**config.mk**
```make
export PLATFORM = sky130hd
export DESIGN_NAME = mcrc_top
export DESIGN_NICKNAME = d
export VERILOG_FILES = /design/src/inc/mcrc_pkg.sv /design/src/rtl/mcrc_top.sv /design/src/rtl/mcrc_coll_judge.sv
export SDC_FILE = /design/constraint.sdc
export NUM_CORES = 1
export LEC_CHECK = 0
export BUFFER_PORTS_ARGS = -buffer_cell sky130_fd_sc_hd__buf_2
export CAP_MARGIN = 20
export CORE_ASPECT_RATIO = 0.9
export CORE_MARGIN = 5
export CORE_UTILIZATION = 56
export DETAILED_ROUTE_END_ITERATION = 10
export PLACE_DENSITY = 0.93
export RECOVER_POWER = 25
export SETUP_SLACK_MARGIN = 0.1
export SYNTH_ARGS = -nofsm -noshare
export SYNTH_HDL_FRONTEND = slang
export SYNTH_SLANG_ARGS = --single-unit
```
**constraint.sdc**
```tcl
create_clock -name core_clk_in -period 3.7 [get_ports core_clk_in]
set_clock_uncertainty 0.15 [all_clocks]
set_input_delay 0.74 -clock core_clk_in [delete_from_list [all_inputs] [get_ports core_clk_in]]
set_output_delay 0.74 -clock core_clk_in [all_outputs]
set_load 0.01 [all_outputs]
```
**src/inc/mcrc_pkg.sv**
```systemverilog
package mcrc_pkg;

  // ----------------------------------------------------------------
  // Register map (word addresses)
  // ----------------------------------------------------------------
  localparam logic [5:0]  ADDR_CWRL      = 6'h00;
  localparam logic [5:0]  ADDR_CWRL_CLR  = 6'h01;
  localparam logic [5:0]  ADDR_CWRL_SET  = 6'h02;
  localparam logic [5:0]  ADDR_CWRL_TGL  = 6'h03;
  localparam logic [5:0]  ADDR_IRQ_STAT  = 6'h04;
  localparam logic [5:0]  ADDR_IRQ_CLR   = 6'h05;
  localparam logic [5:0]  ADDR_IRQ_EN    = 6'h06;
  localparam logic [5:0]  ADDR_TX_STAT   = 6'h07;

  // ----------------------------------------------------------------
  // Field layout and reset values
  // ----------------------------------------------------------------
  localparam int          CWIN_LSB       = 8;
  localparam int          CWIN_W         = 6;
  localparam int          RETRY_LSB      = 0;
  localparam int          RETRY_W        = 4;
  localparam logic [5:0]  CWIN_RESET     = 6'h37;
  localparam logic [3:0]  RETRY_RESET    = 4'hF;
  localparam logic [31:0] CWRL_MASK      = 32'h00003F0F;

  // Access size codes
  localparam logic [1:0]  SIZE_BYTE      = 2'h0;
  localparam logic [1:0]  SIZE_HALF      = 2'h1;
  localparam logic [1:0]  SIZE_WORD      = 2'h2;

  // Interrupt status bits
  localparam int          IRQ_W          = 3;
  localparam int          IRQ_COLL       = 0;
  localparam int          IRQ_LATE       = 1;
  localparam int          IRQ_EXCESS     = 2;

  // ----------------------------------------------------------------
  // Types
  // ----------------------------------------------------------------
  typedef enum logic [1:0]
  {
    MCRC_IDLE = 2'b00,
    MCRC_TX   = 2'b01,
    MCRC_WAIT = 2'b11
  } mcrc_tx_state_type;

  typedef struct packed
  {
    logic        wr;
    logic        rd;
    logic [1:0]  size;
    logic [5:0]  addr;
    logic [31:0] wdata;
  } mcrc_bus_req_type;

  typedef struct packed
  {
    logic tx_start;
    logic tx_byte;
    logic tx_end;
    logic collision;
  } mcrc_tx_evt_type;

  typedef struct packed
  {
    logic retry;
    logic late;
    logic abort;
  } mcrc_verdict_type;

endpackage : mcrc_pkg

```
**src/rtl/mcrc_top.sv**
```systemverilog
// Decided for this implementation: the plain strobed port and the register offsets.
`timescale 1ns/100ps
module mcrc_top
(
  // Clock and reset
  input  wire logic        core_clk_in,
  input  wire logic        rst_in,
  // Register port
  input  wire logic [5:0]  reg_addr_in,
  input  wire logic [31:0] reg_wdata_in,
  input  wire logic [1:0]  reg_size_in,
  input  wire logic        reg_wr_in,
  input  wire logic        reg_rd_in,
  output logic      [31:0] reg_rdata_out,
  // Transmit path events
  input  wire logic        tx_start_in,
  input  wire logic        tx_byte_in,
  input  wire logic        tx_end_in,
  input  wire logic        collision_in,
  // Verdicts to transmit path
  output logic             retry_out,
  output logic             late_collision_out,
  output logic             excess_abort_out,
  // Configuration to transmit path
  output logic      [5:0]  collision_window_bytes_out,
  output logic      [3:0]  retry_attempt_limit_out,
  // Interrupt
  output logic             irq_out
);

  // ----------------------------------------------------------------
  // State
  // ----------------------------------------------------------------
  typedef struct packed
  {
    logic [5:0]                     cwin;
    logic [3:0]                     retry;
    logic [mcrc_pkg::IRQ_W-1:0]     stat;
    logic [mcrc_pkg::IRQ_W-1:0]     en;
    logic [31:0]                    rdata;
    logic                           irq;
    mcrc_pkg::mcrc_verdict_type     vd;
  } mcrc_top_type;

  mcrc_top_type                 s_q;
  mcrc_top_type                 s_d;
  mcrc_pkg::mcrc_bus_req_type   req;
  mcrc_pkg::mcrc_tx_evt_type    evt;
  mcrc_pkg::mcrc_verdict_type   verdict;
  logic [3:0]                   attempts;
  mcrc_pkg::mcrc_tx_state_type  tx_state;

  assign req = '{wr: reg_wr_in, rd: reg_rd_in, size: reg_size_in, addr: reg_addr_in, wdata: reg_wdata_in};
  assign evt = '{tx_start: tx_start_in, tx_byte: tx_byte_in, tx_end: tx_end_in, collision: collision_in};

  mcrc_coll_judge u_judge
  (
    .core_clk_in               (core_clk_in),
    .rst_in                    (rst_in),
    .collision_window_bytes_in (s_q.cwin),
    .retry_attempt_limit_in    (s_q.retry),
    .evt_in                    (evt),
    .verdict_out               (verdict),
    .attempts_out              (attempts),
    .state_out                 (tx_state)
  );

  // ----------------------------------------------------------------
  // Next state
  // ----------------------------------------------------------------
  always_comb
  begin
    logic [31:0] cur;
    logic [31:0] nxt;
    logic        legal;
    logic [mcrc_pkg::IRQ_W-1:0] ev;
    cur   = 32'h00000000;
    nxt   = 32'h00000000;
    legal = 1'b0;
    ev    = '0;
    s_d   = s_q;

    cur[mcrc_pkg::CWIN_LSB +: mcrc_pkg::CWIN_W]   = s_q.cwin;
    cur[mcrc_pkg::RETRY_LSB +: mcrc_pkg::RETRY_W] = s_q.retry;
    legal = (req.size == mcrc_pkg::SIZE_HALF) || (req.size == mcrc_pkg::SIZE_WORD);

    // Halfword writes reach the low half, where both fields live
    nxt = cur;
    if (req.wr && legal)
    begin
      case (req.addr)
        mcrc_pkg::ADDR_CWRL:     nxt = req.wdata;
        mcrc_pkg::ADDR_CWRL_CLR: nxt = cur & ~req.wdata;
        mcrc_pkg::ADDR_CWRL_SET: nxt = cur | req.wdata;
        mcrc_pkg::ADDR_CWRL_TGL: nxt = cur ^ req.wdata;
        default:                 nxt = cur;
      endcase
    end
    s_d.cwin  = nxt[mcrc_pkg::CWIN_LSB +: mcrc_pkg::CWIN_W];
    s_d.retry = nxt[mcrc_pkg::RETRY_LSB +: mcrc_pkg::RETRY_W];

    if (req.wr && legal && req.addr == mcrc_pkg::ADDR_IRQ_EN)
    begin
      s_d.en = req.wdata[mcrc_pkg::IRQ_W-1:0];
    end

    // Sticky events; a set wins over a simultaneous clear
    ev[mcrc_pkg::IRQ_COLL]   = verdict.retry;
    ev[mcrc_pkg::IRQ_LATE]   = verdict.late;
    ev[mcrc_pkg::IRQ_EXCESS] = verdict.abort;
    s_d.stat = s_q.stat;
    if (req.wr && legal && req.addr == mcrc_pkg::ADDR_IRQ_CLR)
    begin
      s_d.stat = s_q.stat & ~req.wdata[mcrc_pkg::IRQ_W-1:0];
    end
    s_d.stat = s_d.stat | ev;
    s_d.irq  = |(s_d.stat & s_d.en);
    s_d.vd   = verdict;

    // Read data stand only in the cycle after the strobe
    s_d.rdata = 32'h00000000;
    if (req.rd && legal)
    begin
      case (req.addr)
        mcrc_pkg::ADDR_CWRL:      s_d.rdata = cur & mcrc_pkg::CWRL_MASK;
        mcrc_pkg::ADDR_IRQ_STAT:  s_d.rdata = {29'h0, s_q.stat};
        mcrc_pkg::ADDR_IRQ_EN:    s_d.rdata = {29'h0, s_q.en};
        mcrc_pkg::ADDR_TX_STAT:   s_d.rdata = {26'h0, attempts, tx_state};
        default:                  s_d.rdata = 32'h00000000;
      endcase
    end
  end

  // ----------------------------------------------------------------
  // Registers
  // ----------------------------------------------------------------
  always_ff @(posedge core_clk_in or posedge rst_in)
  begin
    if (rst_in)
    begin
      s_q       <= '0;
      s_q.cwin  <= mcrc_pkg::CWIN_RESET;
      s_q.retry <= mcrc_pkg::RETRY_RESET;
    end
    else
    begin
      s_q <= s_d;
    end
  end

  assign reg_rdata_out              = s_q.rdata;
  assign retry_out                  = s_q.vd.retry;
  assign late_collision_out         = s_q.vd.late;
  assign excess_abort_out           = s_q.vd.abort;
  assign collision_window_bytes_out = s_q.cwin;
  assign retry_attempt_limit_out    = s_q.retry;
  assign irq_out                    = s_q.irq;

endmodule : mcrc_top

```
**src/rtl/mcrc_coll_judge.sv**
```systemverilog
`timescale 1ns/100ps
// Counts frame bytes from start of transmission and judges collisions
module mcrc_coll_judge
(
  // Clock and reset
  input  wire logic                        core_clk_in,
  input  wire logic                        rst_in,
  // Configuration
  input  wire logic [5:0]                  collision_window_bytes_in,
  input  wire logic [3:0]                  retry_attempt_limit_in,
  // Transmit events
  input  wire mcrc_pkg::mcrc_tx_evt_type   evt_in,
  // Verdicts and state
  output mcrc_pkg::mcrc_verdict_type       verdict_out,
  output logic      [3:0]                  attempts_out,
  output mcrc_pkg::mcrc_tx_state_type      state_out
);

  typedef struct packed
  {
    mcrc_pkg::mcrc_tx_state_type st;
    logic [7:0]                  bytes;
    logic [3:0]                  tries;
    mcrc_pkg::mcrc_verdict_type  vd;
  } mcrc_judge_type;

  mcrc_judge_type s_q;
  mcrc_judge_type s_d;

  always_comb
  begin
    s_d    = s_q;
    s_d.vd = '0;
    case (s_q.st)
      mcrc_pkg::MCRC_IDLE:
      begin
        if (evt_in.tx_start)
        begin
          s_d.st    = mcrc_pkg::MCRC_TX;
          s_d.bytes = 8'h00;
          s_d.tries = 4'h0;
        end
      end
      mcrc_pkg::MCRC_TX, mcrc_pkg::MCRC_WAIT:
      begin
        if (evt_in.tx_start)
        begin
          s_d.st    = mcrc_pkg::MCRC_TX;
          s_d.bytes = 8'h00;
        end
        else if (evt_in.collision && s_q.st == mcrc_pkg::MCRC_TX)
        begin
          if (s_q.bytes > {2'h0, collision_window_bytes_in})
          begin
            s_d.vd.late = 1'b1;
            s_d.st      = mcrc_pkg::MCRC_IDLE;
          end
          else if (s_q.tries >= retry_attempt_limit_in)
          begin
            s_d.vd.abort = 1'b1;
            s_d.st       = mcrc_pkg::MCRC_IDLE;
          end
          else
          begin
            s_d.vd.retry = 1'b1;
            s_d.tries    = s_q.tries + 4'h1;
            s_d.st       = mcrc_pkg::MCRC_WAIT;
          end
        end
        else if (evt_in.tx_end)
        begin
          s_d.st = mcrc_pkg::MCRC_IDLE;
        end
        else if (evt_in.tx_byte && s_q.st == mcrc_pkg::MCRC_TX && s_q.bytes != 8'hFF)
        begin
          s_d.bytes = s_q.bytes + 8'h01;
        end
      end
      default:
      begin
        s_d.st = mcrc_pkg::MCRC_IDLE;
      end
    endcase
  end

  always_ff @(posedge core_clk_in or posedge rst_in)
  begin
    if (rst_in)
    begin
      s_q <= '0;
    end
    else
    begin
      s_q <= s_d;
    end
  end

  assign verdict_out  = s_q.vd;
  assign attempts_out = s_q.tries;
  assign state_out    = s_q.st;

endmodule : mcrc_coll_judge

```
### Word level (Yosys, flattened, before mapping)

Index checks and enable logic that the tools add are counted.

* register bits: 69
* output and inout port bits: 46

* add/subtract/negate cells: 2
* $lt $le $gt $ge: 2
* equality and inequality tests: 21
* mux-type cells: 24
* bitwise operators: 8
* reductions and logical operators: 18

Operators with widths (count)
* one-hot mux 14 bit (4 select lines): 2
* two-way mux 14 bit: 2
* == test 6 x 3 -> 1 bit, second input constant: 4
* two-way mux 8 bit: 3
* one-hot mux 12 bit (2 select lines): 1
* bitwise AND 14 bit: 1
* two-way mux 7 bit: 2
* NOT 14 bit: 1
* OR 14 bit: 1
* bitwise XOR 14 bit: 1
* == test 6 x 2 -> 1 bit, second input constant: 2
* two-way mux 10 bit: 1
* two-way mux 5 bit: 2
* two-way mux 3 bit: 3
* adder 8 x 1 -> 8 bit, second input constant: 1
* > comparator 8 x 6 -> 1 bit: 1
* two-way mux 2 bit: 4
* != test 2 bit, second input constant: 4
* != test 8 bit, second input constant: 1
* logical AND 1 bit: 7
* bitwise AND 3 bit: 2
* == test 6 x 1 -> 1 bit, second input constant: 1
* zero test 6 bit: 1
* != test 3 bit, second input constant: 2
* other kinds (20): 25

### Logic depth before layout (Yosys ltp)

* word-level depth: 8
* mapped depth: 8
* gate-level depth less buffers: 7

### Modules after synthesis

From an unflattened synthesis, not the netlist that was laid out.

* cells, all modules: 387
* area, all modules: 3544.6 um2

By module, submodules not included
* mcrc_top: instances 1, cells an instance 254, area each 2313.5 um2
* mcrc_coll_judge: instances 1, cells an instance 133, area each 1231.2 um2

### Least setup slack after synthesis

Ideal clock, no wire load.

* kind: register to register
* start: reg s_q (netlist bit collision_window_bytes_out[5])
* end: reg u_judge.s_q (netlist bit u_judge.attempts_out[2])
* library setup time: 120 ps
* arrival: 2201 ps
* data required time: 3430 ps
* setup slack: 1229 ps
* cell stages (with the launch flop): 9
* period minus slack after synthesis: 2471 ps
* cells stage by stage: dfstp_2 -> inv_1 -> ha_1 -> and4bb_2 -> a221oi_2 -> a21oi_2 -> or3_1 -> buf_6 -> a31o_1

* cells in the longest elaborated chain, start to end: 3

Ends and longest elaborated chain
* start: declaration: RTL line mcrc_top.sv:45 `mcrc_top_type s_q;`
* > comparator 8 x 6 -> 1 bit: RTL line mcrc_coll_judge.sv:53 `if (s_q.bytes > {2'h0, collision_window_bytes_in})`
* != test 2 bit (no source line)
* AND reduction 6 bit (no source line)
* end signal: assignment: RTL line mcrc_coll_judge.sv:90 `s_q <= '0;`
* end signal: assignment: RTL line mcrc_coll_judge.sv:94 `s_q <= s_d;`
* end: declaration: RTL line mcrc_coll_judge.sv:27 `mcrc_judge_type s_q;`

No other way between the ends.
A chain may end at the register's enable or synchronous reset.

### Final worst setup path

Same ends and word-level chain as after synthesis.

==> out/summary.txt <==
Power Density -> 439 nW/um^2
Max-cap violations -> 1
Routability Congestion -> 0.827
outcome -> finished with violations
gr usage total -> 0.188
crit-path cells -> inv_1 -> ha_1 -> and4bb_2 -> a221oi_2 -> a21oi_2 -> or3_1 -> a31o_1
buffers and inverters on the worst path -> 1
DRT Pass-1 Iters -> 4
drt wl/cell -> 15.7 um
Area after DPL -> 3330 um^2
# DRC -> 0
worst hold path class -> flip-flop to flip-flop
Final nets -> 434
detailed placer's ending HPWL -> 5150 um
most common cell after layout, fill and taps aside -> buf_2
Setup WS pre-CTS -> 1030 ps
Tcrit/Tclk final -> 0.730
WP data arrival -> 2750 ps
TritonCTS buffer count -> 5
Req. time, crit path -> 3750 ps
Worst setup SP type -> flip-flop
worst vdd ir -> 0.269 mV
fmax -> 0.370 GHz
slowest cell delay on critical path -> 570 ps
area of the mapped netlist -> 3270 um^2
cells after synthesis -> 326
Starting Density -> 0.577
syn_area_per_cell -> 10.0 um^2
CTS tree -> built
r2r setup slk -> 1000 ps
Flop pwr share -> 0.464
static leakage -> 1.80 nW
P_int -> 1.02 mW
critical path's slowest cell -> dfstp_2
CTS Hold Buffers Added -> 0
endpoints failing setup -> 0
Synth Flop Type -> dfrtp_1
CTS-repair resized insts -> 0
Post CTS Setup Buffer Count -> 0
layout cells sized above 1 -> 0.259
Post-synth EDFFs -> 0
Sw Pwr -> 0.492 mW
Sw Share -> 0.324
critical setup path kind -> flip-flop to flip-flop
initial antenna violation count -> 0
RSZ-0062 raised after global routing -> false
P&R area growth vs syn -> 5.71%
htree depth -> 2
Worst Path Max Fanout -> 6
routed vias -> 2316
die height -> 82.4 um
die width -> 90.5 um
Unique masters post-synth -> 57
clock root buffer -> clkbuf_8
Async S/R FF share, synth -> 1.00
Clk pwr share -> 0.263
largest net degree at the start of global routing -> 50
max-slew violations -> 35
vias in the first global route -> 2359
commonest cells after routing, fill and taps aside -> buf_2, inv_1, dfrtp_1, ha_1, nand2_1
Synth Register Bits -> 49
Syn. warnings -> 0
Buffers on Ports -> 51
delay-heaviest family, CP -> simple AND/OR/NAND/NOR gates
First DRT Iteration DRCs -> 92
clk sinks -> 49
worst skew pair latency -> 300 ps
fin worst setup slack -> 1000 ps
Max-slew headroom -> -0.185
Worst-path clk slew -> 90 ps
clock tree buffer depth -> 2
total power -> 1.52 mW
min cycle time layout -> 2700 ps
Slew @ Worst Pin -> 1780 ps
Overflow after GRT -> 0
failing checks -> max-capacitance violations, max-slew violations
Hold WS -> 241 ps
Critical Path End Type -> flip-flop
# diodes -> 0
Ports -> 94
die area -> 7460 um^2
register area share after synthesis -> 0.379
combinational fraction of design power -> 0.272
post-route cell area -> 3450 um^2
Vias/cell -> 5.45
total negative slack -> 0 ps
wirelength, routed -> 6670 um
Site Rows -> 26
first-pass GRT wire length -> 11100 um
Fin. Hold Viols -> 0
antenna viol nets, final -> 0
core area -> 5660 um^2
## sequential cells by signal, indices dropped and copies added, names as in the netlist
name	flops
excess_abort_out	1
u_judge.s_q	8
collision_window_bytes_out	6
u_judge.attempts_out	4
irq_out	1
late_collision_out	1
u_judge.verdict_out	3
retry_out	1
u_judge.state_out	2
s_q	6
reg_rdata_out	12
retry_attempt_limit_out	4
## cell families (layout without fill, tap and decap cells)
kind of cell / after synthesis / count (layout) / synth area share
multiplexers: 17 / 17 / 0.0908
AO/OA/AOI/OAI: 46 / 46 / 0.0935
XOR/XNOR: 6 / 6 / 0.0161
flip-flops: 49 / 49 / 0.379
other: 1 / 20 / 0.00115
AND/OR/NAND/NOR: 83 / 83 / 0.140
buffers and inverters: 92 / 102 / 0.157
adder cells (fa/ha/maj): 32 / 32 / 0.123
## cell usage after synthesis, types with 3 or more instances
cell type	count	area, um^2
a21oi_1	4	20.0
a22oi_1	3	22.5
and2_1	6	37.5
and3_1	4	25.0
buf_4	42	315
clkbuf_1	6	22.5
dfrtp_1	40	1000
dfstp_2	9	236
ha_1	32	400
inv_1	41	154
mux2i_1	6	60.1
mux4_2	10	225
nand2_1	22	82.6
nand2b_1	3	18.8
nand3_1	6	30.0
nor2_1	12	45.0
nor2b_1	3	18.8
nor3_1	6	30.0
o21ai_0	17	85.1
or3_1	5	31.3
xnor2_1	4	35.0
## per-layer routing
layer	GRT usage	up-vias	routed length [um]
met4	0.0744	0	150
li1	-	1094	-
met3	0.0634	17	541
met5	0	-	0
met1	0.217	1121	2700
met2	0.327	84	3280
## metrics by stage
| step | utilization | instances |
|---|---|---|
| after global routing | 0.610 | 425 |
| final | 0.610 | 425 |
| after CTS | 0.609 | 424 |
| after floorplan | - | 345 |
| after detailed placement | 0.588 | 416 |
| after global placement | 0.588 | 416 |
## layout make-up
type | instances | area [um^2]
well taps | 70 | 87.6
repair buffers | 53 | 267
clock inverters | 2 | 37.5
fillers | 466 | 2210
clock buffers | 6 | 82.6
flip-flops and latches | 49 | 1240
multi-input cells | 204 | 1590
inverters | 41 | 154
## worst register-to-register path, cell delays in order, from the launching register on
cell and delay [ps]:
dfstp_2 570, inv_1 70, ha_1 320, and4bb_2 260, a221oi_2 310, a21oi_2 140, or3_1 510, a31o_1 260
## power by group through the flow
stage               Clock, mW  Combinational, mW  Sequential [mW]
CTS                     0.403              0.417            0.700
detailed placement          0              0.413            0.709
global route            0.423              0.476            0.713
finish                  0.399              0.413            0.704
floorplan                   0              0.347            0.681
global placement            0              0.373            0.703
## worst paths after layout
kind	startpoint	to	cells after the start
min	u_judge.verdict_out[0]	excess_abort_out	0
min in group asynchronous	rst_in	reg_rdata_out[5]	2
max in group asynchronous	rst_in	reg_rdata_out[2]	3
min reg2reg	u_judge.verdict_out[0]	excess_abort_out	0
max reg2reg	collision_window_bytes_out[5]	u_judge.attempts_out[2]	7
max	collision_window_bytes_out[5]	u_judge.attempts_out[2]	7
Note: power is estimated with default switching activity, not from simulation.
